**src/hdl/pdc_pkg.sv**
```systemverilog
// Package with register map, field layout and reset values of the clock tree configuration.
package pdc_pkg;
  localparam logic [7:0] ADDR_SRC_SEL = 8'h34;
  localparam logic [7:0] ADDR_PRESCALER = 8'h35;
  localparam logic [7:0] ADDR_MULT_HIGH = 8'h36;
  localparam logic [7:0] ADDR_FRAC_LOW = 8'h37;
  localparam logic [7:0] ADDR_INT_LOW = 8'h38;
  localparam logic [7:0] ADDR_N_PDM = 8'h39;
  localparam logic [7:0] ADDR_M_DIV = 8'h3A;
  localparam logic [7:0] RST_SRC_SEL = 8'h10;
  localparam logic [7:0] RST_PRESCALER = 8'h01;
  localparam logic [7:0] RST_MULT_HIGH = 8'h00;
  localparam logic [7:0] RST_FRAC_LOW = 8'h00;
  localparam logic [7:0] RST_INT_LOW = 8'h08;
  localparam logic [7:0] RST_N_PDM = 8'h20;
  localparam logic [7:0] RST_M_DIV = 8'h04;
  // Writable bits of the source select, N/PDM and M divider registers; reserved positions store nothing and read zero.
  localparam logic [7:0] MASK_SRC_SEL = 8'hF0;
  localparam logic [7:0] MASK_N_PDM = 8'hFC;
  localparam logic [7:0] MASK_M_DIV = 8'hFC;
  localparam int DIG_SRC_LSB = 6;
  localparam int ANA_SRC_LSB = 4;
  localparam int INT_HIGH_BIT = 7;
  localparam int HALVE_BIT = 6;
  localparam int N_DIV_LSB = 5;
  localparam int PDM_CLOCK_DIVIDER_LSB = 2;
  localparam int M_DIV_LSB = 2;
  localparam logic [13:0] FRAC_MAX = 14'h270F;
  localparam logic [13:0] FRAC_SCALE = 14'h2710;
  // Automatic-detection values used in place of the programmed ones; the prescale value is added to auto_prescale_hint.
  localparam logic [8:0] AUTO_PRESCALE = 9'h001;
  localparam logic [8:0] AUTO_INT_MULT = 9'h008;
  localparam logic [13:0] AUTO_FRAC_MULT = 14'h0000;
  localparam logic [3:0] AUTO_N_DIV = 4'h1;
  localparam logic [4:0] AUTO_PDM_CLOCK_DIVIDER = 5'h01;
  localparam logic [6:0] AUTO_M_DIV = 7'h01;
  typedef enum logic [3:0] {
    PDC_SRC_PRIMARY_BCLK = 4'h1,
    PDC_SRC_SECONDARY_BCLK = 4'h2,
    PDC_SRC_CONTROLLER_CLK = 4'h4,
    PDC_SRC_OSCILLATOR = 4'h8
  } pdc_src_e;
  typedef enum logic [2:0] {
    PDC_ANA_PLL = 3'h1,
    PDC_ANA_DIG_SOURCE = 3'h2,
    PDC_ANA_LOW_JITTER = 3'h4
  } pdc_ana_e;
endpackage

```
**src/hdl/pdc_decode.sv**
```systemverilog
// Decoder turning raw divider codes into actual division ratios.
`timescale 1ns/100ps
module pdc_decode (
  input wire logic [7:0] pll_prescaler_value,
  input wire logic [2:0] n_stage_divider,
  input wire logic [2:0] pdm_clock_divider,
  input wire logic [5:0] m_stage_divider_value,
  output logic [8:0] prescale_ratio,
  output logic [3:0] n_ratio,
  output logic [4:0] pdm_ratio,
  output logic pdm_code_bad,
  output logic [6:0] m_ratio
);
  // Zero code means the field's full power of two.
  function automatic logic [8:0] zero_is_max(input logic [7:0] code, input logic [8:0] top);
    zero_is_max = (code == 8'h00) ? top : {1'b0, code};
  endfunction

  logic [8:0] n_full;
  logic [8:0] m_full;

  always_comb
  begin
    prescale_ratio = zero_is_max(pll_prescaler_value, 9'h100);
    n_full = zero_is_max({5'h00, n_stage_divider}, 9'h008);
    n_ratio = n_full[3:0];
    m_full = zero_is_max({2'h0, m_stage_divider_value}, 9'h040);
    m_ratio = m_full[6:0];
    pdm_code_bad = (pdm_clock_divider > 3'h4);
    pdm_ratio = pdm_code_bad ? 5'h01 : 5'(5'h01 << pdm_clock_divider);
  end
endmodule

```
**src/hdl/pdc_clock_config.sv**
```systemverilog
// Clock tree configuration registers with the decoded divider and PLL settings.
`timescale 1ns/100ps
module pdc_clock_config (
  input wire logic core_clk,
  input wire logic arst_n,
  input wire logic reg_wr,
  input wire logic reg_rd,
  input wire logic [7:0] reg_addr,
  input wire logic [7:0] reg_wdata,
  input wire logic auto_detect_en,
  input wire logic custom_clock_mode,
  input wire logic [3:0] auto_prescale_hint,
  output logic [7:0] reg_rdata,
  output logic reg_hit,
  output logic [3:0] digital_ratio_divider_source,
  output logic [2:0] analog_ratio_divider_source,
  output logic [8:0] prescale_ratio,
  output logic [8:0] pll_integer_mult,
  output logic [13:0] pll_fraction_mult,
  output logic pll_halve_output,
  output logic [3:0] n_ratio,
  output logic [4:0] pdm_ratio,
  output logic [6:0] m_ratio,
  output logic config_error,
  output logic [31:0] pll_gain_x10k
);
  logic rst_meta_n;
  logic rst_n;
  logic [7:0] src_sel;
  logic [7:0] prescaler;
  logic [7:0] mult_high;
  logic [7:0] frac_low;
  logic [7:0] int_low;
  logic [7:0] n_pdm;
  logic [7:0] m_div;
  logic [8:0] dec_prescale;
  logic [3:0] dec_n;
  logic [4:0] dec_pdm;
  logic dec_pdm_bad;
  logic [6:0] dec_m;
  logic [8:0] next_int_mult;
  logic [13:0] next_frac_mult;
  logic [1:0] dig_code;
  logic [1:0] ana_code;
  logic [7:0] next_rdata;
  logic next_hit;

  always_ff @(posedge core_clk or negedge arst_n)
  begin
    if (!arst_n)
    begin
      rst_meta_n <= 1'b0;
      rst_n <= 1'b0;
    end
    else
    begin
      rst_meta_n <= 1'b1;
      rst_n <= rst_meta_n;
    end
  end

  // Register writes; reserved positions are masked off so they read zero.
  always_ff @(posedge core_clk or negedge rst_n)
  begin
    if (!rst_n)
    begin
      src_sel <= pdc_pkg::RST_SRC_SEL;
      prescaler <= pdc_pkg::RST_PRESCALER;
      mult_high <= pdc_pkg::RST_MULT_HIGH;
      frac_low <= pdc_pkg::RST_FRAC_LOW;
      int_low <= pdc_pkg::RST_INT_LOW;
      n_pdm <= pdc_pkg::RST_N_PDM;
      m_div <= pdc_pkg::RST_M_DIV;
    end
    else if (reg_wr)
    begin
      case (reg_addr)
        pdc_pkg::ADDR_SRC_SEL: src_sel <= reg_wdata & pdc_pkg::MASK_SRC_SEL;
        pdc_pkg::ADDR_PRESCALER: prescaler <= reg_wdata;
        pdc_pkg::ADDR_MULT_HIGH: mult_high <= reg_wdata;
        pdc_pkg::ADDR_FRAC_LOW: frac_low <= reg_wdata;
        pdc_pkg::ADDR_INT_LOW: int_low <= reg_wdata;
        pdc_pkg::ADDR_N_PDM: n_pdm <= reg_wdata & pdc_pkg::MASK_N_PDM;
        pdc_pkg::ADDR_M_DIV: m_div <= reg_wdata & pdc_pkg::MASK_M_DIV;
        default:
        begin
        end
      endcase
    end
  end

  always_comb
  begin
    next_hit = 1'b1;
    case (reg_addr)
      pdc_pkg::ADDR_SRC_SEL: next_rdata = src_sel;
      pdc_pkg::ADDR_PRESCALER: next_rdata = prescaler;
      pdc_pkg::ADDR_MULT_HIGH: next_rdata = mult_high;
      pdc_pkg::ADDR_FRAC_LOW: next_rdata = frac_low;
      pdc_pkg::ADDR_INT_LOW: next_rdata = int_low;
      pdc_pkg::ADDR_N_PDM: next_rdata = n_pdm;
      pdc_pkg::ADDR_M_DIV: next_rdata = m_div;
      default:
      begin
        next_rdata = 8'h00;
        next_hit = 1'b0;
      end
    endcase
  end

  // Read data is registered one cycle after the read strobe and held until the next.
  always_ff @(posedge core_clk or negedge rst_n)
  begin
    if (!rst_n)
    begin
      reg_rdata <= 8'h00;
      reg_hit <= 1'b0;
    end
    else if (reg_rd)
    begin
      reg_rdata <= next_rdata;
      reg_hit <= next_hit;
    end
  end

  pdc_decode u_decode (
    .pll_prescaler_value(prescaler),
    .n_stage_divider(n_pdm[pdc_pkg::N_DIV_LSB +: 3]),
    .pdm_clock_divider(n_pdm[pdc_pkg::PDM_CLOCK_DIVIDER_LSB +: 3]),
    .m_stage_divider_value(m_div[pdc_pkg::M_DIV_LSB +: 6]),
    .prescale_ratio(dec_prescale),
    .n_ratio(dec_n),
    .pdm_ratio(dec_pdm),
    .pdm_code_bad(dec_pdm_bad),
    .m_ratio(dec_m)
  );

  always_comb
  begin
    next_int_mult = {mult_high[pdc_pkg::INT_HIGH_BIT], int_low};
    next_frac_mult = {mult_high[5:0], frac_low};
    dig_code = src_sel[pdc_pkg::DIG_SRC_LSB +: 2];
    ana_code = src_sel[pdc_pkg::ANA_SRC_LSB +: 2];
  end

  // Clock source steering, one-hot.
  always_ff @(posedge core_clk or negedge rst_n)
  begin
    if (!rst_n)
    begin
      digital_ratio_divider_source <= pdc_pkg::PDC_SRC_PRIMARY_BCLK;
      analog_ratio_divider_source <= pdc_pkg::PDC_ANA_PLL;
    end
    else
    begin
      case (dig_code)
        2'h0: digital_ratio_divider_source <= pdc_pkg::PDC_SRC_PRIMARY_BCLK;
        2'h1: digital_ratio_divider_source <= pdc_pkg::PDC_SRC_SECONDARY_BCLK;
        2'h2: digital_ratio_divider_source <= pdc_pkg::PDC_SRC_CONTROLLER_CLK;
        default: digital_ratio_divider_source <= pdc_pkg::PDC_SRC_OSCILLATOR;
      endcase
      case (ana_code)
        2'h2: analog_ratio_divider_source <= pdc_pkg::PDC_ANA_DIG_SOURCE;
        2'h3: analog_ratio_divider_source <= pdc_pkg::PDC_ANA_LOW_JITTER;
        default: analog_ratio_divider_source <= pdc_pkg::PDC_ANA_PLL;
      endcase
    end
  end

  // Effective settings; automatic detection overrides the programmed ones except the halving bit.
  always_ff @(posedge core_clk or negedge rst_n)
  begin
    if (!rst_n)
    begin
      prescale_ratio <= pdc_pkg::AUTO_PRESCALE;
    end
    else if (auto_detect_en)
    begin
      prescale_ratio <= {5'h00, auto_prescale_hint} + pdc_pkg::AUTO_PRESCALE;
    end
    else
    begin
      prescale_ratio <= dec_prescale;
    end
  end

  always_ff @(posedge core_clk or negedge rst_n)
  begin
    if (!rst_n)
    begin
      pll_integer_mult <= pdc_pkg::AUTO_INT_MULT;
    end
    else if (auto_detect_en)
    begin
      pll_integer_mult <= pdc_pkg::AUTO_INT_MULT;
    end
    else
    begin
      pll_integer_mult <= next_int_mult;
    end
  end

  always_ff @(posedge core_clk or negedge rst_n)
  begin
    if (!rst_n)
    begin
      pll_fraction_mult <= pdc_pkg::AUTO_FRAC_MULT;
    end
    else if (auto_detect_en)
    begin
      pll_fraction_mult <= pdc_pkg::AUTO_FRAC_MULT;
    end
    else
    begin
      pll_fraction_mult <= next_frac_mult;
    end
  end

  // The halving bit is not taken over by detection, so it applies in both modes.
  always_ff @(posedge core_clk or negedge rst_n)
  begin
    if (!rst_n)
    begin
      pll_halve_output <= 1'b0;
    end
    else
    begin
      pll_halve_output <= mult_high[pdc_pkg::HALVE_BIT];
    end
  end

  always_ff @(posedge core_clk or negedge rst_n)
  begin
    if (!rst_n)
    begin
      n_ratio <= pdc_pkg::AUTO_N_DIV;
    end
    else if (auto_detect_en)
    begin
      n_ratio <= pdc_pkg::AUTO_N_DIV;
    end
    else
    begin
      n_ratio <= dec_n;
    end
  end

  always_ff @(posedge core_clk or negedge rst_n)
  begin
    if (!rst_n)
    begin
      pdm_ratio <= pdc_pkg::AUTO_PDM_CLOCK_DIVIDER;
    end
    else if (auto_detect_en)
    begin
      pdm_ratio <= pdc_pkg::AUTO_PDM_CLOCK_DIVIDER;
    end
    else
    begin
      pdm_ratio <= dec_pdm;
    end
  end

  always_ff @(posedge core_clk or negedge rst_n)
  begin
    if (!rst_n)
    begin
      m_ratio <= pdc_pkg::AUTO_M_DIV;
    end
    else if (auto_detect_en)
    begin
      m_ratio <= pdc_pkg::AUTO_M_DIV;
    end
    else
    begin
      m_ratio <= dec_m;
    end
  end

  // Flags settings that software must not program.
  always_ff @(posedge core_clk or negedge rst_n)
  begin
    if (!rst_n)
    begin
      config_error <= 1'b0;
    end
    else
    begin
      config_error <= !auto_detect_en && ((next_int_mult == 9'h000)
        || (next_frac_mult > pdc_pkg::FRAC_MAX)
        || dec_pdm_bad
        || (dig_code == 2'h3 && !custom_clock_mode));
    end
  end

  // PLL gain scaled by ten thousand, halved when the halving bit is set.
  always_ff @(posedge core_clk or negedge rst_n)
  begin
    if (!rst_n)
    begin
      pll_gain_x10k <= 32'h00000000;
    end
    else if (pll_halve_output)
    begin
      pll_gain_x10k <= (32'(pll_integer_mult) * 32'(pdc_pkg::FRAC_SCALE)
        + 32'(pll_fraction_mult)) >> 1;
    end
    else
    begin
      pll_gain_x10k <= 32'(pll_integer_mult) * 32'(pdc_pkg::FRAC_SCALE)
        + 32'(pll_fraction_mult);
    end
  end
endmodule

```
**config.mk**
```make
export PLATFORM = sky130hd
export DESIGN_NAME = pdc_clock_config
export DESIGN_NICKNAME = d
export VERILOG_FILES = /design/src/hdl/pdc_pkg.sv /design/src/hdl/pdc_decode.sv /design/src/hdl/pdc_clock_config.sv
export SDC_FILE = /design/constraint.sdc
export NUM_CORES = 1
export LEC_CHECK = 0
export BUFFER_PORTS_ARGS = -buffer_cell sky130_fd_sc_hd__buf_2
export CAP_MARGIN = 20
export CELL_PAD_IN_SITES_DETAIL_PLACEMENT = 1
export CELL_PAD_IN_SITES_GLOBAL_PLACEMENT = 2
export CORE_MARGIN = 2
export CORE_UTILIZATION = 38
export CTS_CLUSTER_SIZE = 30
export DETAILED_ROUTE_END_ITERATION = 10
export GPL_ROUTABILITY_DRIVEN = 0
export PLACE_DENSITY_LB_ADDON = 0.1
export SETUP_SLACK_MARGIN = 0.5
export SLEW_MARGIN = 15
export SYNTH_ARGS = -nofsm -noshare
export SYNTH_HDL_FRONTEND = slang
export SYNTH_HIERARCHICAL = 1
export SYNTH_SLANG_ARGS = --single-unit
```
**constraint.sdc**
```tcl
create_clock -name core_clk -period 5.4 [get_ports core_clk]
set_input_delay 1.08 -clock core_clk [delete_from_list [all_inputs] [get_ports core_clk]]
set_output_delay 1.08 -clock core_clk [all_outputs]
set_load 0.02 [all_outputs]
```
Word-level counts from Yosys, hierarchy flattened
Index checks and enable logic that the tools add are counted.

storage, ports and cells
  register bits after elaboration = 148
  word-level logic and storage cells = 75

cells by class
  multipliers = 1
  shift operators = 1
  $lt $le $gt $ge = 2
  reduce and logical (&&, ||, !) cells = 20
  muxes and demuxes = 15
  equal/unequal tests = 12
  $add $sub $neg = 2

operators with widths
  operator                                             count
  equality test 8 x 6 -> 1 bit, second input constant  7
  case mux 8 bit (7 select lines)                      1
  2-to-1 mux 9 bit                                     3
  adder 23 x 14 -> 24 bit                              1
  2-to-1 mux 24 bit                                    1
  multiplier 9 x 10 -> 19 bit, second input constant   1
  > comparator 14 bit, second input constant           1
  2-to-1 mux 14 bit                                    1
  2-to-1 mux 7 bit                                     2
  AND reduction 2 bit                                  7
  case mux 4 bit (3 select lines)                      1
  2-to-1 mux 5 bit                                     2
  zero test 9 bit                                      1
  equality test 2 bit, second input constant           4
  zero test 8 bit                                      1
  2-to-1 mux 4 bit                                     2
  OR reduction 7 bit                                   1
  zero test 6 bit                                      1
  case mux 3 bit (2 select lines)                      1
  adder 4 x 1 -> 5 bit, second input constant          1
  left shift 1 x 3 -> 5 bit, first input constant      1
  > comparator 3 bit, second input constant            1
  zero test 3 bit                                      1
  logical OR 1 bit                                     3
  5 further kinds                                      7

Depth between registers and ports, before layout
  word-level depth = 5
  depth in mapped cells = 19
  mapped depth without buffers = 19

Hierarchy
The synthesis kept the hierarchy.

by module, submodules not included
  module            instances  sequential area each (um2)  cells each  area each (um2)
  pdc_clock_config  1          3,518.4                     676         7,764.9
  pdc_decode        1          0.0                         33          178.9

Least setup slack after synthesis
OpenSTA, ideal clock, no wires.

  kind = reg2reg
  start point = reg pll_integer_mult[1]
  end point = reg pll_gain_x10k[14]
  buffers on the path = 0
  slack = 0.622 ns
  arrival = 4.651 ns
  period minus slack after synthesis = 4.778 ns
  setup time = 0.127 ns
  stages on the path, launching flop included = 18
  path through = dfrtp_1 -> inv_1 -> fa_1 -> inv_1 -> ha_1 -> ha_1 -> ha_1 -> ha_1 -> fa_1 -> ha_1 -> nand3_1 -> nor4b_2 -> o41ai_2 -> and2b_1 -> nor4_1 -> a221oi_2 -> xnor2_1 -> mux2_1

between the ends
  longest elaborated chain between the ends = 3

ends and longest elaborated chain
  what                         RTL line                                          text
  start: declaration           pdc_clock_config.sv:18                            output logic [8:0] pll_integer_mult,
  start signal: assignment     pdc_clock_config.sv:191                           pll_integer_mult <= pdc_pkg::AUTO_INT_MULT;
  start signal: assignment     pdc_clock_config.sv:195                           pll_integer_mult <= pdc_pkg::AUTO_INT_MULT;
  start signal: assignment     pdc_clock_config.sv:199                           pll_integer_mult <= next_int_mult;
  multiplier 9 x 10 -> 19 bit  pdc_clock_config.sv:305, pdc_clock_config.sv:310
  adder 23 x 14 -> 24 bit      pdc_clock_config.sv:306, pdc_clock_config.sv:311
  2-to-1 mux 24 bit            pdc_clock_config.sv:303                           else if (pll_halve_output)
  end signal: assignment       pdc_clock_config.sv:305                           pll_gain_x10k <= (32'(pll_integer_mult) * 32'(pdc_pkg::FRAC_SCALE)
  end signal: assignment       pdc_clock_config.sv:310                           pll_gain_x10k <= 32'(pll_integer_mult) * 32'(pdc_pkg::FRAC_SCALE)
  end: declaration             pdc_clock_config.sv:25                            output logic [31:0] pll_gain_x10k

Every way passes these cells.
A chain may end at the register's enable or synchronous reset.

Final worst setup path
  start point = reg pll_integer_mult[0]
  end point = reg pll_gain_x10k[19]

Same word-level chain as after synthesis.

==> impl_metrics.json <==
{
  "synth_edf_count": 0,
  "post-route-period-util_pct": 87.9,
  "least_margin_pin_slew_ns": 0.965,
  "setup.reg_to_reg.worst_slack_ns": 0.65,
  "tritoncts.num_buffers": 17,
  "unrepaired_setup_endpoints_after_global_routing": "true",
  "area_growth_pct": 20.0,
  "clock_path_buffers": 2,
  "synth_sequential_area_ratio_pct": 44.3,
  "cp.arrival_ns": 5.10,
  "final_max_slew_viol_count": 0,
  "yosys_warnings": 6,
  "seq_power_share_pct": 42.8,
  "fillCellCount": 2212,
  "synth.area.mux_share_pct": 10.8,
  "netlist.area_leader.share_pct": 40.3,
  "report.final.setup_viol": 0,
  "clk-insertion-delay-late_ns": 0.42,
  "rows": 52,
  "synth_top_family_by_area": "adder cells",
  "hold_path_class": "reg -> reg",
  "report.final.hold_viol_count": 0,
  "initial_core_util_pct": 39.0,
  "sequential_cell_area_um2": 3530,
  "clock-skew-final_ns": 0.0105,
  "cell_internal_power_dissipation_w": 0.00195,
  "cts_max_level": 4,
  "netlist.top_cell.by_area": "dfrtp_1",
  "netlist-cell-type-count": 81,
  "path_clk_slew_ns": 0.06,
  "antenna_diode_count": 0,
  "clkPwrFrac_pct": 44.2,
  "multi_input_area_um2": 4100,
  "synth_area_per_cell_um2": 11.2,
  "worstSetupPathType": "reg -> reg",
  "synth_area_in_adders_pct": 13.4,
  "synth_area_in_compound_gates_pct": 11.4,
  "postSynthCellCount": 709,
  "clockRootBuffer": "clkbuf_16",
  "count_of_unresolved_drc_violations_after_routing": 0,
  "initial_antenna_violation_count": 0,
  "grt-ovfl-total": 0,
  "synth_area_um2": 7940,
  "peakVddDrop_uv": 196,
  "io_buffer_count": 115,
  "grt_first_pass_wirelength_um": 34200,
  "number_of_sinks_on_the_clock_net": 140,
  "timing.critical_path.fanout_max": 5,
  "core_area_um2": 20400,
  "synth.top_cells.by_area": "dfrtp_1, ha_1, mux2_2",
  "worstSetupEndpointType": "flip-flop",
  "routed-via-count": 5680,
  "post_layout_min_period_ns": 4.75,
  "max-cap-violations": 0,
  "nets": 925,
  "fp.dieH_um": 149,
  "synth_xor_xnor_area_share_pct": 1.76,
  "synth_simple_gate_area_share_pct": 12.8,
  "layout-drive-gt1-share_pct": 35.7,
  "netSwitchingFraction_pct": 27.6,
  "wl_um": 21300,
  "first_pass_iters": 4,
  "ant_nets_after_route": 0,
  "fin_setup_tns_ns": 0,
  "power.density_cell_area_nw_per_um2": 283,
  "die-area_um2": 22100,
  "ys_seq_elements": 140,
  "largest_net_degree_at_the_start_of_global_routing": 73,
  "total_switching_power_w": 0.000745,
  "total_leakage_power_nw": 4.83,
  "achievable-frequency_mhz": 211,
  "detail_route.vias_per_cell": 5.13,
  "io_pins": 124,
  "cts_tree": "done",
  "status": "completed",
  "timing.slew.headroom_pct": 35.6,
  "critical_path.startpoint_type": "flip-flop",
  "drtIter0Drc": 157,
  "p_comb_share_pct": 13.1,
  "ys_async_sr_fraction_pct": 100,
  "first_global_vias": 6353,
  "grt_use_total_pct": 19.9,
  "post-route-util_pct": 46.8,
  "detailed_place_hpwl_um": 15900,
  "detail_route.wl_per_cell_um": 19.2,
  "fp.dieW_um": 149,
  "leading_register_cell_type_out_of_synthesis": "dfrtp_1",
  "worst-endpoint-required_ns": 5.76,
  "cts_hold_buf": 0
}
==> worst max-delay path, stage by stage, from the launching register on <==
cell     delay [ns]
dfrtp_2        0.38
inv_1          0.10
fa_1           0.54
inv_1          0.05
ha_1           0.30
ha_1           0.28
ha_1           0.32
ha_2           0.23
fa_2           0.48
ha_4           0.31
nand3_2        0.11
nor4b_4        0.31
o41ai_2        0.12
and2b_2        0.25
buf_4          0.16
nor4_1         0.38
a21bo_2        0.21
o211a_1        0.13
==> state kept, by name, summed over array words and instances, names as in the netlist, 5 cells and up <==
name and count:
n_pdm 6, frac_low 8, int_low 8, pll_integer_mult 9, m_ratio 7, mult_high 8, prescaler 8, m_div 6
pdm_ratio 5, pll_fraction_mult 14, prescale_ratio 9, pll_gain_x10k 24, reg_rdata 8
==> cells in the final DEF, fill, tap and decap left out, types with 5 or more instances in the layout <==
cell type | synthesis | final
fa_1 | 17 | 16
mux2_2 | 64 | 64
clkbuf_16 | 0 | 17
o22ai_1 | 10 | 10
nand2b_1 | 8 | 8
xnor2_1 | 10 | 10
dfrtp_2 | 0 | 6
dfrtp_1 | 128 | 121
conb_1 | 2 | 9
nand2_1 | 24 | 24
nand3_1 | 16 | 15
o21ai_0 | 21 | 21
ha_1 | 58 | 54
buf_4 | 8 | 22
xor2_1 | 6 | 5
or2_2 | 8 | 8
nor2_1 | 24 | 24
and2_1 | 6 | 6
dfstp_2 | 12 | 12
nor3_1 | 6 | 5
inv_1 | 57 | 57
a21oi_1 | 22 | 22
nor2b_1 | 45 | 45
mux2i_1 | 8 | 8
buf_2 | 4 | 115
==> cell usage after synthesis, drive strengths merged, types with 3 or more instances <==
cell / count
nor2: 25
fa: 17
o211ai: 5
o22ai: 10
nand3: 16
o21bai: 5
nor2b: 45
a221oi: 4
nand2b: 8
a22oi: 4
nand2: 24
dfrtp: 128
nand3b: 4
dfstp: 12
a21o: 6
a31oi: 4
o21ai: 26
nor4: 6
o31ai: 3
nor3: 9
or3: 3
a21oi: 23
inv: 57
and2: 6
mux2: 65
o21a: 3
clkbuf: 33
nor3b: 4
xnor2: 10
or2: 10
xor2: 6
o2111a: 3
a211oi: 4
or4: 3
nand4: 3
buf: 14
ha: 58
a222oi: 4
mux2i: 8
==> final cells by class <==
type / count / area share (%)
Multi-Input combinational cell: 470 / 43.1
Sequential cell: 140 / 37.0
Tap cell: 270 / 3.55
Inverter: 58 / 2.28
Clock inverter: 13 / 1.64
Timing Repair Buffer: 137 / 7.77
Clock buffer: 19 / 4.65
==> per-layer routing <==
metal / vias up / GRT usage, % / part of all wire [%]
li1: 2682 / - / -
met1: 2863 / 22.8 / 40
met2: 105 / 37.7 / 55
met3: 30 / 3.16 / 2.7
met4: 0 / 6.67 / 2.6
met5: - / 0 / 0
==> final timing paths <==
kind | from | end | depth (start not counted)
hold / removal | rst_meta_n | rst_n | 0
setup / recovery | pll_integer_mult[0] | pll_gain_x10k[19] | 17
min in group asynchronous | arst_n | rst_n | 1
setup reg to reg | pll_integer_mult[0] | pll_gain_x10k[19] | 17
hold reg to reg | rst_meta_n | rst_n | 0
max in group asynchronous | rst_n | m_div[5] | 1
==> what timing repair did <==
item,CTS,global route
pin swaps,0,6
endpoints found under the setup margin,7,10
gates resized for setup,6,16
setup buffers,0,16
==> per-stage QoR <==
step	power (W)	worst slack, ns	instances	hold slack (ns)	cell area, µm²
CTS	0.00272	0.503	1091	0.354	9350
global placement	0.00150	0.518	1059	0.339	8720
global route	0.00281	0.423	1107	0.380	9530
detailed placement	0.00151	0.282	1059	0.340	8720
floorplan	0.00140	0.622	716	0.331	7970
finish	0.00269	0.652	1107	0.355	9530
==> cells by family (layout without fill, tap and decap cells) <==
logic type | count (synthesis) | count (layout)
AND/OR/NAND/NOR | 174 | 174
flip-flops | 140 | 140
AO/OA/AOI/OAI | 121 | 121
buffers and inverters | 106 | 227
adder cells (fa/ha/maj) | 75 | 75
multiplexers | 75 | 75
XOR/XNOR | 16 | 16
other | 2 | 9
==> power by group through the flow <==
stage | registers, W | logic (W) | clock network [W]
floorplan | 0.00121 | 0.000188 | 0
global placement | 0.00117 | 0.000333 | 0
detailed placement | 0.00118 | 0.000339 | 0
CTS | 0.00116 | 0.000344 | 0.00122
global route | 0.00116 | 0.000390 | 0.00126
finish | 0.00115 | 0.000352 | 0.00119
Note: power is estimated with default switching activity, not from simulation.
